**config.mk**
```make
export PLATFORM = sky130hd
export DESIGN_NAME = timer_clock_select
export DESIGN_NICKNAME = d
export VERILOG_FILES = /design/src/core/timer_clock_select_pkg.sv /design/src/core/prescale_if.sv /design/src/core/timer_clock_select.sv /design/src/core/pin_sync.sv /design/src/core/clock_prescaler.sv
export SDC_FILE = /design/constraint.sdc
export NUM_CORES = 1
export LEC_CHECK = 0
export BUFFER_PORTS_ARGS = -buffer_cell sky130_fd_sc_hd__buf_2
export CAP_MARGIN = 20
export CORE_MARGIN = 5
export CORE_UTILIZATION = 56
export CTS_CLUSTER_SIZE = 28
export DETAILED_ROUTE_END_ITERATION = 10
export GPL_TIMING_DRIVEN = 0
export PLACE_DENSITY = 0.83
export SLEW_MARGIN = 10
export SYNTH_ARGS = -nofsm -noshare
export SYNTH_HDL_FRONTEND = slang
export SYNTH_SLANG_ARGS = --single-unit
```
**constraint.sdc**
```tcl
create_clock -name clk_sys_i -period 1.85 [get_ports clk_sys_i]
set_input_delay 0.185 -clock clk_sys_i [delete_from_list [all_inputs] [get_ports clk_sys_i]]
set_output_delay 0.185 -clock clk_sys_i [all_outputs]
set_load 0.1 [all_outputs]
```
**src/core/timer_clock_select_pkg.sv**
```systemverilog
/*
  Shared constants and types of the timer clock selection block: register
  addresses, field positions, reset value, prescale codes and divide ratios.
  Assumes nothing of its surroundings.
*/
package timer_clock_select_pkg;

  localparam int ADDR_W    = 8;
  localparam int DATA_W    = 8;

  localparam logic [ADDR_W-1:0] ADDR_CLK_SEL     = 8'h8E;
  localparam logic [ADDR_W-1:0] ADDR_TICK_STATUS = 8'h9E;

  localparam logic [DATA_W-1:0] CLK_SEL_RESET    = 8'h00;
  localparam logic [DATA_W-1:0] READ_IDLE        = 8'h00;

  localparam int BIT_T3_HIGH  = 7;
  localparam int BIT_T3_LOW   = 6;
  localparam int BIT_T2_HIGH  = 5;
  localparam int BIT_T2_LOW   = 4;
  localparam int BIT_T1       = 3;
  localparam int BIT_T0       = 2;
  localparam int PRESCALE_LSB = 0;
  localparam int PRESCALE_W   = 2;

  localparam logic [PRESCALE_W-1:0] PRESCALE_SYS12  = 2'h0;
  localparam logic [PRESCALE_W-1:0] PRESCALE_SYS4_A = 2'h1;
  localparam logic [PRESCALE_W-1:0] PRESCALE_SYS4_B = 2'h2;
  localparam logic [PRESCALE_W-1:0] PRESCALE_EXT8   = 2'h3;

  localparam int DIV_SYS12 = 12;
  localparam int DIV_SYS4  = 4;
  localparam int DIV_EXT8  = 8;

  localparam int PIN_COUNT = 3;
  localparam int PIN_T0    = 0;
  localparam int PIN_T1    = 1;
  localparam int PIN_EXT   = 2;

  localparam int ST_T0 = 0;
  localparam int ST_T1 = 2;
  localparam int ST_T2 = 4;
  localparam int ST_T3 = 6;

  typedef enum logic [1:0] {
    SRC_SYS = 2'h0,
    SRC_ALT = 2'h1,
    SRC_PIN = 2'h3
  } src_t;

endpackage : timer_clock_select_pkg

```
**src/core/prescale_if.sv**
```systemverilog
/*
  Carrier between the main block and the prescaler: the prescale choice and
  the one-cycle tick pulses. Assumes both ends run on the system clock.
*/
`timescale 1ns/1ps
`default_nettype none
interface prescale_if;
  logic [timer_clock_select_pkg::PRESCALE_W-1:0] prescale_sel;
  logic                                          tick_div12;
  logic                                          tick_div4;
  logic                                          tick_ext8;
  logic                                          tick_pre;

  modport source (
    input  prescale_sel,
    output tick_div12,
    output tick_div4,
    output tick_ext8,
    output tick_pre
  );

  modport sink (
    output prescale_sel,
    input  tick_div12,
    input  tick_div4,
    input  tick_ext8,
    input  tick_pre
  );
endinterface : prescale_if
`default_nettype wire

```
**src/core/timer_clock_select.sv**
```systemverilog
/*
  Timer clock selection: the clock select register, the shared timer 0/1
  prescaler, pin event detection and the per-timer count-enable ticks.
  Assumes the timers run on clk_sys_i and advance once per tick pulse, and
  that the counter-select, split and external-clock choice inputs come from
  registers on the same clock.
*/
// Added by the designer: the strobed register port.
`timescale 1ns/1ps
`default_nettype none

module timer_clock_select #(
  parameter int DIV12 = timer_clock_select_pkg::DIV_SYS12,
  parameter int DIV4  = timer_clock_select_pkg::DIV_SYS4,
  parameter int DIV8  = timer_clock_select_pkg::DIV_EXT8
) (
  input  wire logic                                      clk_sys_i,
  input  wire logic                                      reset_n_i,
  // Register port
  input  wire logic [timer_clock_select_pkg::ADDR_W-1:0] reg_addr_i,
  input  wire logic [timer_clock_select_pkg::DATA_W-1:0] reg_wdata_i,
  input  wire logic                                      reg_we_i,
  input  wire logic                                      reg_re_i,
  output logic      [timer_clock_select_pkg::DATA_W-1:0] reg_rdata_o,
  // Timer configuration held elsewhere
  input  wire logic                                      timer0_counter_sel_i,
  input  wire logic                                      timer1_counter_sel_i,
  input  wire logic                                      timer2_split_i,
  input  wire logic                                      timer3_split_i,
  input  wire logic                                      timer2_ext_clk_choice_i,
  input  wire logic                                      timer3_ext_clk_choice_i,
  // Asynchronous pins
  input  wire logic                                      timer0_pin_i,
  input  wire logic                                      timer1_pin_i,
  input  wire logic                                      ext_clk_i,
  // Count-enable ticks and register contents
  output logic                                           timer0_tick_o,
  output logic                                           timer1_tick_o,
  output logic                                           timer2_low_tick_o,
  output logic                                           timer2_high_tick_o,
  output logic                                           timer3_low_tick_o,
  output logic                                           timer3_high_tick_o,
  output logic      [timer_clock_select_pkg::DATA_W-1:0] clk_sel_o
);

  localparam int DW = timer_clock_select_pkg::DATA_W;
  localparam int PW = timer_clock_select_pkg::PRESCALE_W;

  if (DW <= timer_clock_select_pkg::BIT_T3_HIGH) begin : g_bad_data_w
    $error("timer_clock_select data width too narrow for the control register");
  end

  typedef struct packed {
    logic [DW-1:0] ctrl;
    logic [DW-1:0] status;
    logic [DW-1:0] rdata;
    logic          t0_tick;
    logic          t1_tick;
    logic          t2_low_tick;
    logic          t2_high_tick;
    logic          t3_low_tick;
    logic          t3_high_tick;
  } state_t;

  state_t q;
  state_t d;

  // Source reported for a timer; timers 2 and 3 pass no pin select
  function automatic timer_clock_select_pkg::src_t src_of(
    input logic counter_sel,
    input logic sys_sel
  );
    timer_clock_select_pkg::src_t src;
    src = timer_clock_select_pkg::SRC_ALT;
    if (counter_sel) begin
      src = timer_clock_select_pkg::SRC_PIN;
    end else if (sys_sel) begin
      src = timer_clock_select_pkg::SRC_SYS;
    end
    return src;
  endfunction : src_of

  // Pin synchronisers and edge detectors
  logic [timer_clock_select_pkg::PIN_COUNT-1:0] pin_async;
  logic [timer_clock_select_pkg::PIN_COUNT-1:0] pin_rise;
  logic [timer_clock_select_pkg::PIN_COUNT-1:0] pin_fall;

  assign pin_async[timer_clock_select_pkg::PIN_T0]  = timer0_pin_i;
  assign pin_async[timer_clock_select_pkg::PIN_T1]  = timer1_pin_i;
  assign pin_async[timer_clock_select_pkg::PIN_EXT] = ext_clk_i;

  pin_sync #(
    .WIDTH (timer_clock_select_pkg::PIN_COUNT)
  ) u_pin_sync (
    .clk_sys_i (clk_sys_i),
    .reset_n_i (reset_n_i),
    .async_i   (pin_async),
    .rise_o    (pin_rise),
    .fall_o    (pin_fall)
  );

  // Shared prescaler and the alternative clocks of timers 2 and 3
  prescale_if ps ();

  assign ps.prescale_sel = q.ctrl[timer_clock_select_pkg::PRESCALE_LSB +: PW];

  clock_prescaler #(
    .DIV12 (DIV12),
    .DIV4  (DIV4),
    .DIV8  (DIV8)
  ) u_prescaler (
    .clk_sys_i  (clk_sys_i),
    .reset_n_i  (reset_n_i),
    .ext_rise_i (pin_rise[timer_clock_select_pkg::PIN_EXT]),
    .ps         (ps)
  );

  // Control bits
  logic sel_t3_high;
  logic sel_t3_low;
  logic sel_t2_high;
  logic sel_t2_low;
  logic sel_t1;
  logic sel_t0;

  assign sel_t3_high = q.ctrl[timer_clock_select_pkg::BIT_T3_HIGH];
  assign sel_t3_low  = q.ctrl[timer_clock_select_pkg::BIT_T3_LOW];
  assign sel_t2_high = q.ctrl[timer_clock_select_pkg::BIT_T2_HIGH];
  assign sel_t2_low  = q.ctrl[timer_clock_select_pkg::BIT_T2_LOW];
  assign sel_t1      = q.ctrl[timer_clock_select_pkg::BIT_T1];
  assign sel_t0      = q.ctrl[timer_clock_select_pkg::BIT_T0];

  // Alternative clock of timers 2 and 3: external /8 or system /12
  logic t2_alt_tick;
  logic t3_alt_tick;

  assign t2_alt_tick = timer2_ext_clk_choice_i ? ps.tick_ext8 : ps.tick_div12;
  assign t3_alt_tick = timer3_ext_clk_choice_i ? ps.tick_ext8 : ps.tick_div12;

  // Register decode; no page input exists, so the address alone selects
  logic hit_clk_sel;
  logic hit_status;

  assign hit_clk_sel = (reg_addr_i == timer_clock_select_pkg::ADDR_CLK_SEL);
  assign hit_status  = (reg_addr_i == timer_clock_select_pkg::ADDR_TICK_STATUS);

  always_comb begin
    d = q;

    // Software write; the status register is read-only
    if (reg_we_i && hit_clk_sel) begin
      d.ctrl = reg_wdata_i;
    end

    // Read data stand only in the cycle after the read strobe
    d.rdata = timer_clock_select_pkg::READ_IDLE;
    if (reg_re_i) begin
      if (hit_clk_sel) begin
        d.rdata = q.ctrl;
      end else if (hit_status) begin
        d.rdata = q.status;
      end
    end

    // Timer 0: pin events override the clock select
    if (timer0_counter_sel_i) begin
      d.t0_tick = pin_fall[timer_clock_select_pkg::PIN_T0];
    end else if (sel_t0) begin
      d.t0_tick = 1'b1;
    end else begin
      d.t0_tick = ps.tick_pre;
    end

    // Timer 1: pin events override the clock select
    if (timer1_counter_sel_i) begin
      d.t1_tick = pin_fall[timer_clock_select_pkg::PIN_T1];
    end else if (sel_t1) begin
      d.t1_tick = 1'b1;
    end else begin
      d.t1_tick = ps.tick_pre;
    end

    // Timer 2: low byte, or whole timer in 16-bit mode
    d.t2_low_tick = sel_t2_low ? 1'b1 : t2_alt_tick;

    // Timer 2 high byte only ticks on its own in split mode
    d.t2_high_tick = 1'b0;
    if (timer2_split_i) begin
      d.t2_high_tick = sel_t2_high ? 1'b1 : t2_alt_tick;
    end

    // Timer 3: low byte, or whole timer in 16-bit mode
    d.t3_low_tick = sel_t3_low ? 1'b1 : t3_alt_tick;

    // Timer 3 high byte only ticks on its own in split mode
    d.t3_high_tick = 1'b0;
    if (timer3_split_i) begin
      d.t3_high_tick = sel_t3_high ? 1'b1 : t3_alt_tick;
    end

    // Source in use by each timer, for software to read back
    d.status = '0;
    d.status[timer_clock_select_pkg::ST_T0 +: 2] = src_of(timer0_counter_sel_i, sel_t0);
    d.status[timer_clock_select_pkg::ST_T1 +: 2] = src_of(timer1_counter_sel_i, sel_t1);
    d.status[timer_clock_select_pkg::ST_T2 +: 2] = src_of(1'b0, sel_t2_low);
    d.status[timer_clock_select_pkg::ST_T3 +: 2] = src_of(1'b0, sel_t3_low);
  end

  always_ff @(posedge clk_sys_i or negedge reset_n_i) begin
    if (!reset_n_i) begin
      q              <= '0;
      q.ctrl         <= timer_clock_select_pkg::CLK_SEL_RESET;
      q.rdata        <= timer_clock_select_pkg::READ_IDLE;
    end else begin
      q <= d;
    end
  end

  assign reg_rdata_o        = q.rdata;
  assign clk_sel_o          = q.ctrl;
  assign timer0_tick_o      = q.t0_tick;
  assign timer1_tick_o      = q.t1_tick;
  assign timer2_low_tick_o  = q.t2_low_tick;
  assign timer2_high_tick_o = q.t2_high_tick;
  assign timer3_low_tick_o  = q.t3_low_tick;
  assign timer3_high_tick_o = q.t3_high_tick;

endmodule : timer_clock_select
`default_nettype wire

```
**src/core/pin_sync.sv**
```systemverilog
/*
  Two-flop synchroniser with a two-sample level filter and edge pulses for
  a group of asynchronous pins. Assumes pins are held two system clocks.
*/
`timescale 1ns/1ps
`default_nettype none
module pin_sync #(
  parameter int WIDTH = timer_clock_select_pkg::PIN_COUNT
) (
  input  wire logic             clk_sys_i,
  input  wire logic             reset_n_i,
  input  wire logic [WIDTH-1:0] async_i,
  output logic      [WIDTH-1:0] rise_o,
  output logic      [WIDTH-1:0] fall_o
);
  if (WIDTH < 1) begin : g_bad_width
    $error("pin_sync needs at least one pin");
  end

  typedef struct packed {
    logic [WIDTH-1:0] meta;
    logic [WIDTH-1:0] sync;
    logic [WIDTH-1:0] hist;
    logic [WIDTH-1:0] level;
    logic [WIDTH-1:0] rise;
    logic [WIDTH-1:0] fall;
  } state_t;

  state_t q;
  state_t d;

  always_comb begin
    d      = q;
    d.meta = async_i;
    d.sync = q.meta;
    d.hist = q.sync;
    // Level follows the pin only after two equal samples
    d.level = (~(q.sync ^ q.hist) & q.sync) | ((q.sync ^ q.hist) & q.level);
    d.rise  = d.level & ~q.level;
    d.fall  = ~d.level & q.level;
  end

  always_ff @(posedge clk_sys_i or negedge reset_n_i) begin
    if (!reset_n_i) begin
      q <= '0;
    end else begin
      q <= d;
    end
  end

  assign rise_o = q.rise;
  assign fall_o = q.fall;
endmodule : pin_sync
`default_nettype wire

```
**src/core/clock_prescaler.sv**
```systemverilog
/*
  Free-running dividers for the timer ticks: system clock by twelve and by
  four, and counted external clock edges by eight. Assumes ext_rise_i is a
  synchronised one-cycle pulse per external clock rising edge.
*/
`timescale 1ns/1ps
`default_nettype none
module clock_prescaler #(
  parameter int DIV12 = timer_clock_select_pkg::DIV_SYS12,
  parameter int DIV4  = timer_clock_select_pkg::DIV_SYS4,
  parameter int DIV8  = timer_clock_select_pkg::DIV_EXT8
) (
  input  wire logic     clk_sys_i,
  input  wire logic     reset_n_i,
  input  wire logic     ext_rise_i,
  prescale_if.source    ps
);
  if (DIV12 < 2 || DIV4 < 2 || DIV8 < 2) begin : g_bad_div
    $error("clock_prescaler divide ratios must be at least two");
  end

  localparam int W12 = $clog2(DIV12);
  localparam int W4  = $clog2(DIV4);
  localparam int W8  = $clog2(DIV8);

  typedef struct packed {
    logic [W12-1:0] cnt12;
    logic [W4-1:0]  cnt4;
    logic [W8-1:0]  cnt8;
    logic           t12;
    logic           t4;
    logic           t8;
    logic           tpre;
  } state_t;

  state_t q;
  state_t d;

  always_comb begin
    d       = q;
    d.t12   = (q.cnt12 == W12'(DIV12 - 1));
    d.cnt12 = d.t12 ? '0 : q.cnt12 + W12'(1);
    d.t4    = (q.cnt4 == W4'(DIV4 - 1));
    d.cnt4  = d.t4 ? '0 : q.cnt4 + W4'(1);
    d.t8    = 1'b0;
    if (ext_rise_i) begin
      d.t8   = (q.cnt8 == W8'(DIV8 - 1));
      d.cnt8 = d.t8 ? '0 : q.cnt8 + W8'(1);
    end
    case (ps.prescale_sel)
      timer_clock_select_pkg::PRESCALE_SYS12:  d.tpre = d.t12;
      timer_clock_select_pkg::PRESCALE_SYS4_A: d.tpre = d.t4;
      timer_clock_select_pkg::PRESCALE_SYS4_B: d.tpre = d.t4;
      timer_clock_select_pkg::PRESCALE_EXT8:   d.tpre = d.t8;
      default:                                 d.tpre = d.t12;
    endcase
  end

  always_ff @(posedge clk_sys_i or negedge reset_n_i) begin
    if (!reset_n_i) begin
      q <= '0;
    end else begin
      q <= d;
    end
  end

  assign ps.tick_div12 = q.t12;
  assign ps.tick_div4  = q.t4;
  assign ps.tick_ext8  = q.t8;
  assign ps.tick_pre   = q.tpre;
endmodule : clock_prescaler
`default_nettype wire

```
==> reports/results.md <==
| Parameter | Value | Unit |
| --- | --- | --- |
| Antenna Violating Nets Remaining | 0 | - |
| Number of enable flip-flop cells after synthesis | 0 | - |
| Cell area after synthesis | 0.002116 | mm² |
| Placeable Area | 0.003661 | mm² |
| RD Place Congestion | 0.7477 | - |
| Total CTS buffers | 5 | - |
| Utilization after layout | 71.19 | % |
| Post-synthesis cell type with the largest combined area | dfrtp_1 | - |
| Via count of the first global-routing pass | 1367 | - |
| Startpoint-to-endpoint class of the critical path | reg2out | - |
| Master of the slowest instance on the critical path | dfrtp_1 | - |
| Detailed-route DRC error count | 0 | - |
| Share of flip-flops with an asynchronous set or reset | 100.0 | % |
| Buffers on Ports | 49 | - |
| Register bit count reported by yosys | 55 | - |
| CTS tree | yes | - |
| First-pass GRT wire length | 6.313 | mm |
| Setup repair after global routing missed its margin | false | - |
| Worst path arrival time | 1.30 | ns |
| Max_cap viols | 0 | - |
| Placement Setup Slack | 0.5546 | ns |
| Die height | 71.47 | µm |
| Vias per cell | 4.877 | - |
| Horiz. Die Dim | 71.47 | µm |
| CP Cell Sequence | buf_4 -> buf_2 | - |
| CP startpoint kind | flop | - |
| Setup TNS | 0 | ns |
| Fin. Hold Viols | 0 | - |
| Ports | 51 | - |
| Synth area leaders | dfrtp_1 65%, buf_4 5.7%, mux2_2 5.3% | - |
| Share of total power consumed by net switching | 25.14 | % |
| Maximum net fanout on the critical path | 5 | - |
| Vias | 1273 | - |
| Portion of the clock cycle consumed by the worst path in the final layout | 80.27 | % |
| Finished layout cell area | 0.002606 | mm² |
| Min-Delay Path Class | in2reg | - |
| Detail-routed net length per standard cell | 14.04 | µm |
| Number of placed cells counting well taps | 248 | - |
| 1st-iter DRT viols | 103 | - |
| Crit path time final | 1.485 | ns |
| Final cell count without fillers | 261 | - |
| Number of search-and-repair iterations in the first detailed-routing pass | 4 | - |
| Top cell type's share of synthesized area | 65.05 | % |
| Leading cell type by number of instances after synthesis | dfrtp_1 | - |
| Initial antenna violation count | 0 | - |
| Run status | finished, final reports clean | - |
| Final Total Pwr | 2.574 | mW |
| Syn Area/Cell | 14.01 | µm² |
| Clock network latency to the later pin of the worst-skew pair | 0.31 | ns |
| Power dissipated by switching net loads | 0.6471 | mW |
| Number of nets in the layout | 247 | - |
| Headroom to the max-slew limit | 57.02 | % |
| Clock-pin transition on the worst setup and hold timing paths | 0.10 | ns |
| GR Util All Layers | 16.08 | % |
| Worst Tran Pin Value | 0.6448 | ns |
| Portion of the post-synthesis area used by sequential elements | 65.05 | % |
| Largest voltage drop on the vdd net | 0.0009694 | V |
| Synth unique cells | 28 | - |
| HPWL after detailed placement | 2.710 | mm |
| Number of antenna repair diodes | 0 | - |
| PnR worst setup slack | 0.3650 | ns |
| Total wire length after detailed routing | 3.664 | mm |
| Required time of the worst setup path | 1.66 | ns |
| Delay of the slowest critical-path stage | 0.45 | ns |
| Clock Path Buffers | 2 | - |
| CTS root buf | clkbuf_8 | - |
| Maximum number of pins on one net before global-route repair | 56 | - |
| Portion of total power attributed to the clock network | 35.1 | % |
| Worst clock skew | 0.01277 | ns |
| Cell area power density | 987.6 | mW/mm² |
| Final count of pins violating max slew | 0 | - |
| Static leakage | 1.398 | nW |
| Internal power | 1.927 | mW |
| Placement Rows | 22 | - |
| Net count of the mapped netlist | 186 | - |
| Sink Count | 55 | - |
| Maximum clock frequency | 0.6734 | GHz |
| Combinational Power Share | 13.6 | % |
| Most frequently used flop master after synthesis | dfrtp_1 | - |
| Kind of end point of the critical path | output pin | - |
| GRT overflow | 0 | - |
| Total of cells resized after clock tree synthesis | 0 | - |
| Ranking of synthesized cells by instance count | 55 x dfrtp_1, 16 x buf_4, 12 x nor2_1, 10 x mux2_2, 7 x mux2i_1 | - |
| Area delta synth->final | 23.18 | % |
| Final hold slack | 0.009545 | ns |
| Reg power frac | 51.2 | % |
| Number of failing setup endpoints in the final timing report | 0 | - |
| Cell count after synthesis | 151 | - |
| Starting utilization of the core area | 57.79 | % |
| Ratio of cells with drive above 1 in the final layout | 40.85 | % |
| # H-tree levels | 2 | - |
| Placed instance area | 0.002421 | mm² |
| Post-CTS setup buffer count | 0 | - |
| Count of hold buffers inserted by post-cts repair | 4 | - |
| Overall die area | 0.005107 | mm² |
| YS warnings | 0 | - |
[registers in the layout (all words and copies together) (netlist names)]
signal and count:
clk_sel_o 8, q 6, reg_rdata_o 8, timer0_tick_o 1, timer1_tick_o 1, timer2_high_tick_o 1
timer2_low_tick_o 1, timer3_high_tick_o 1, timer3_low_tick_o 1, u_pin_sync.d 6, u_pin_sync.fall_o 2, u_pin_sync.q 6
u_pin_sync.rise_o 1, u_prescaler.ps.tick_div12 1, u_prescaler.ps.tick_ext8 1, u_prescaler.ps.tick_pre 1, u_prescaler.q 9
[cells in the final DEF (no fill, tap or decap), types with 2 or more instances in the layout]
| master | instances |
|---|---|
| mux2_2 | 10 |
| and3_1 | 2 |
| dfrtp_1 | 55 |
| o21ai_0 | 4 |
| maj3_1 | 3 |
| nand2_1 | 5 |
| buf_2 | 49 |
| inv_1 | 5 |
| clkbuf_8 | 5 |
| buf_4 | 17 |
| nand2b_1 | 3 |
| dlygate4sd3_1 | 5 |
| nor3b_1 | 3 |
| or3_1 | 2 |
| mux2i_1 | 7 |
| bufinv_16 | 2 |
| and2_1 | 3 |
| nor2_1 | 12 |
| nor2b_1 | 2 |
| ha_1 | 6 |
| o31a_1 | 2 |
[worst paths after layout]
path                                      start                       to  slack, ns  cells after the start
setup reg to reg               u_prescaler.q[4]  u_prescaler.ps.tick_pre       0.54                      5
min in group asynchronous             reset_n_i          u_pin_sync.q[6]       0.44                      2
max in group asynchronous             reset_n_i         u_prescaler.q[5]       0.97                      2
setup / recovery                   clk_sel_o[0]             clk_sel_o[0]       0.37                      2
hold / removal             timer1_counter_sel_i                    q[17]       0.01                      1
hold reg to reg                u_pin_sync.d[14]         u_pin_sync.d[11]       0.35                      0
[final cells by class]
class / instances / area [µm²]
sequential: 55 / 1376
multi-input combinational: 74 / 595.6
inverter: 5 / 18.77
fill: 229 / 1055
clock inverter: 2 / 60.06
tap: 48 / 60.06
clock buffer: 6 / 72.57
buffer: 17 / 125.1
timing repair buffer: 54 / 297.8
[routing by layer]
metal  up-vias  global-route usage [%]  part of all wire, %
li1        612                       -                    -
met1       615                   17.49                   38
met2        38                   28.98                   53
met3         8                   4.348                  7.1
met4         0                   7.307                  1.9
met5         -                       0                    0
[critical path, delay by kind of cell (launching register included)]
| family | cells | cell delay, ns |
|---|---|---|
| flops | 1 | 0.45 |
| buf+inv | 2 | 0.54 |
[cell families (layout without fill, tap and decap cells)]
group | after synthesis | count (layout) | synth area share [%]
adders and majority gates | 9 | 9 | 4.967
AOI/OAI and AO/OA | 8 | 8 | 2.484
xor gates and xnor gates | 1 | 1 | 0.4140
and+or+nand+nor | 39 | 39 | 11.65
DFF | 55 | 55 | 65.05
muxes | 17 | 17 | 8.634
buffers and inverters | 22 | 84 | 6.801
[power groups by stage]
| stage | combinational (mW) | clock (mW) | sequential, mW |
|---|---|---|---|
| floorplan | 0.167 | 0 | 1.41 |
| global route | 0.387 | 0.982 | 1.33 |
| detailed placement | 0.346 | 0 | 1.34 |
| finish | 0.351 | 0.904 | 1.32 |
| CTS | 0.354 | 0.925 | 1.32 |
| global placement | 0.327 | 0 | 1.33 |
No activity file was read; power rests on OpenSTA's default activity.
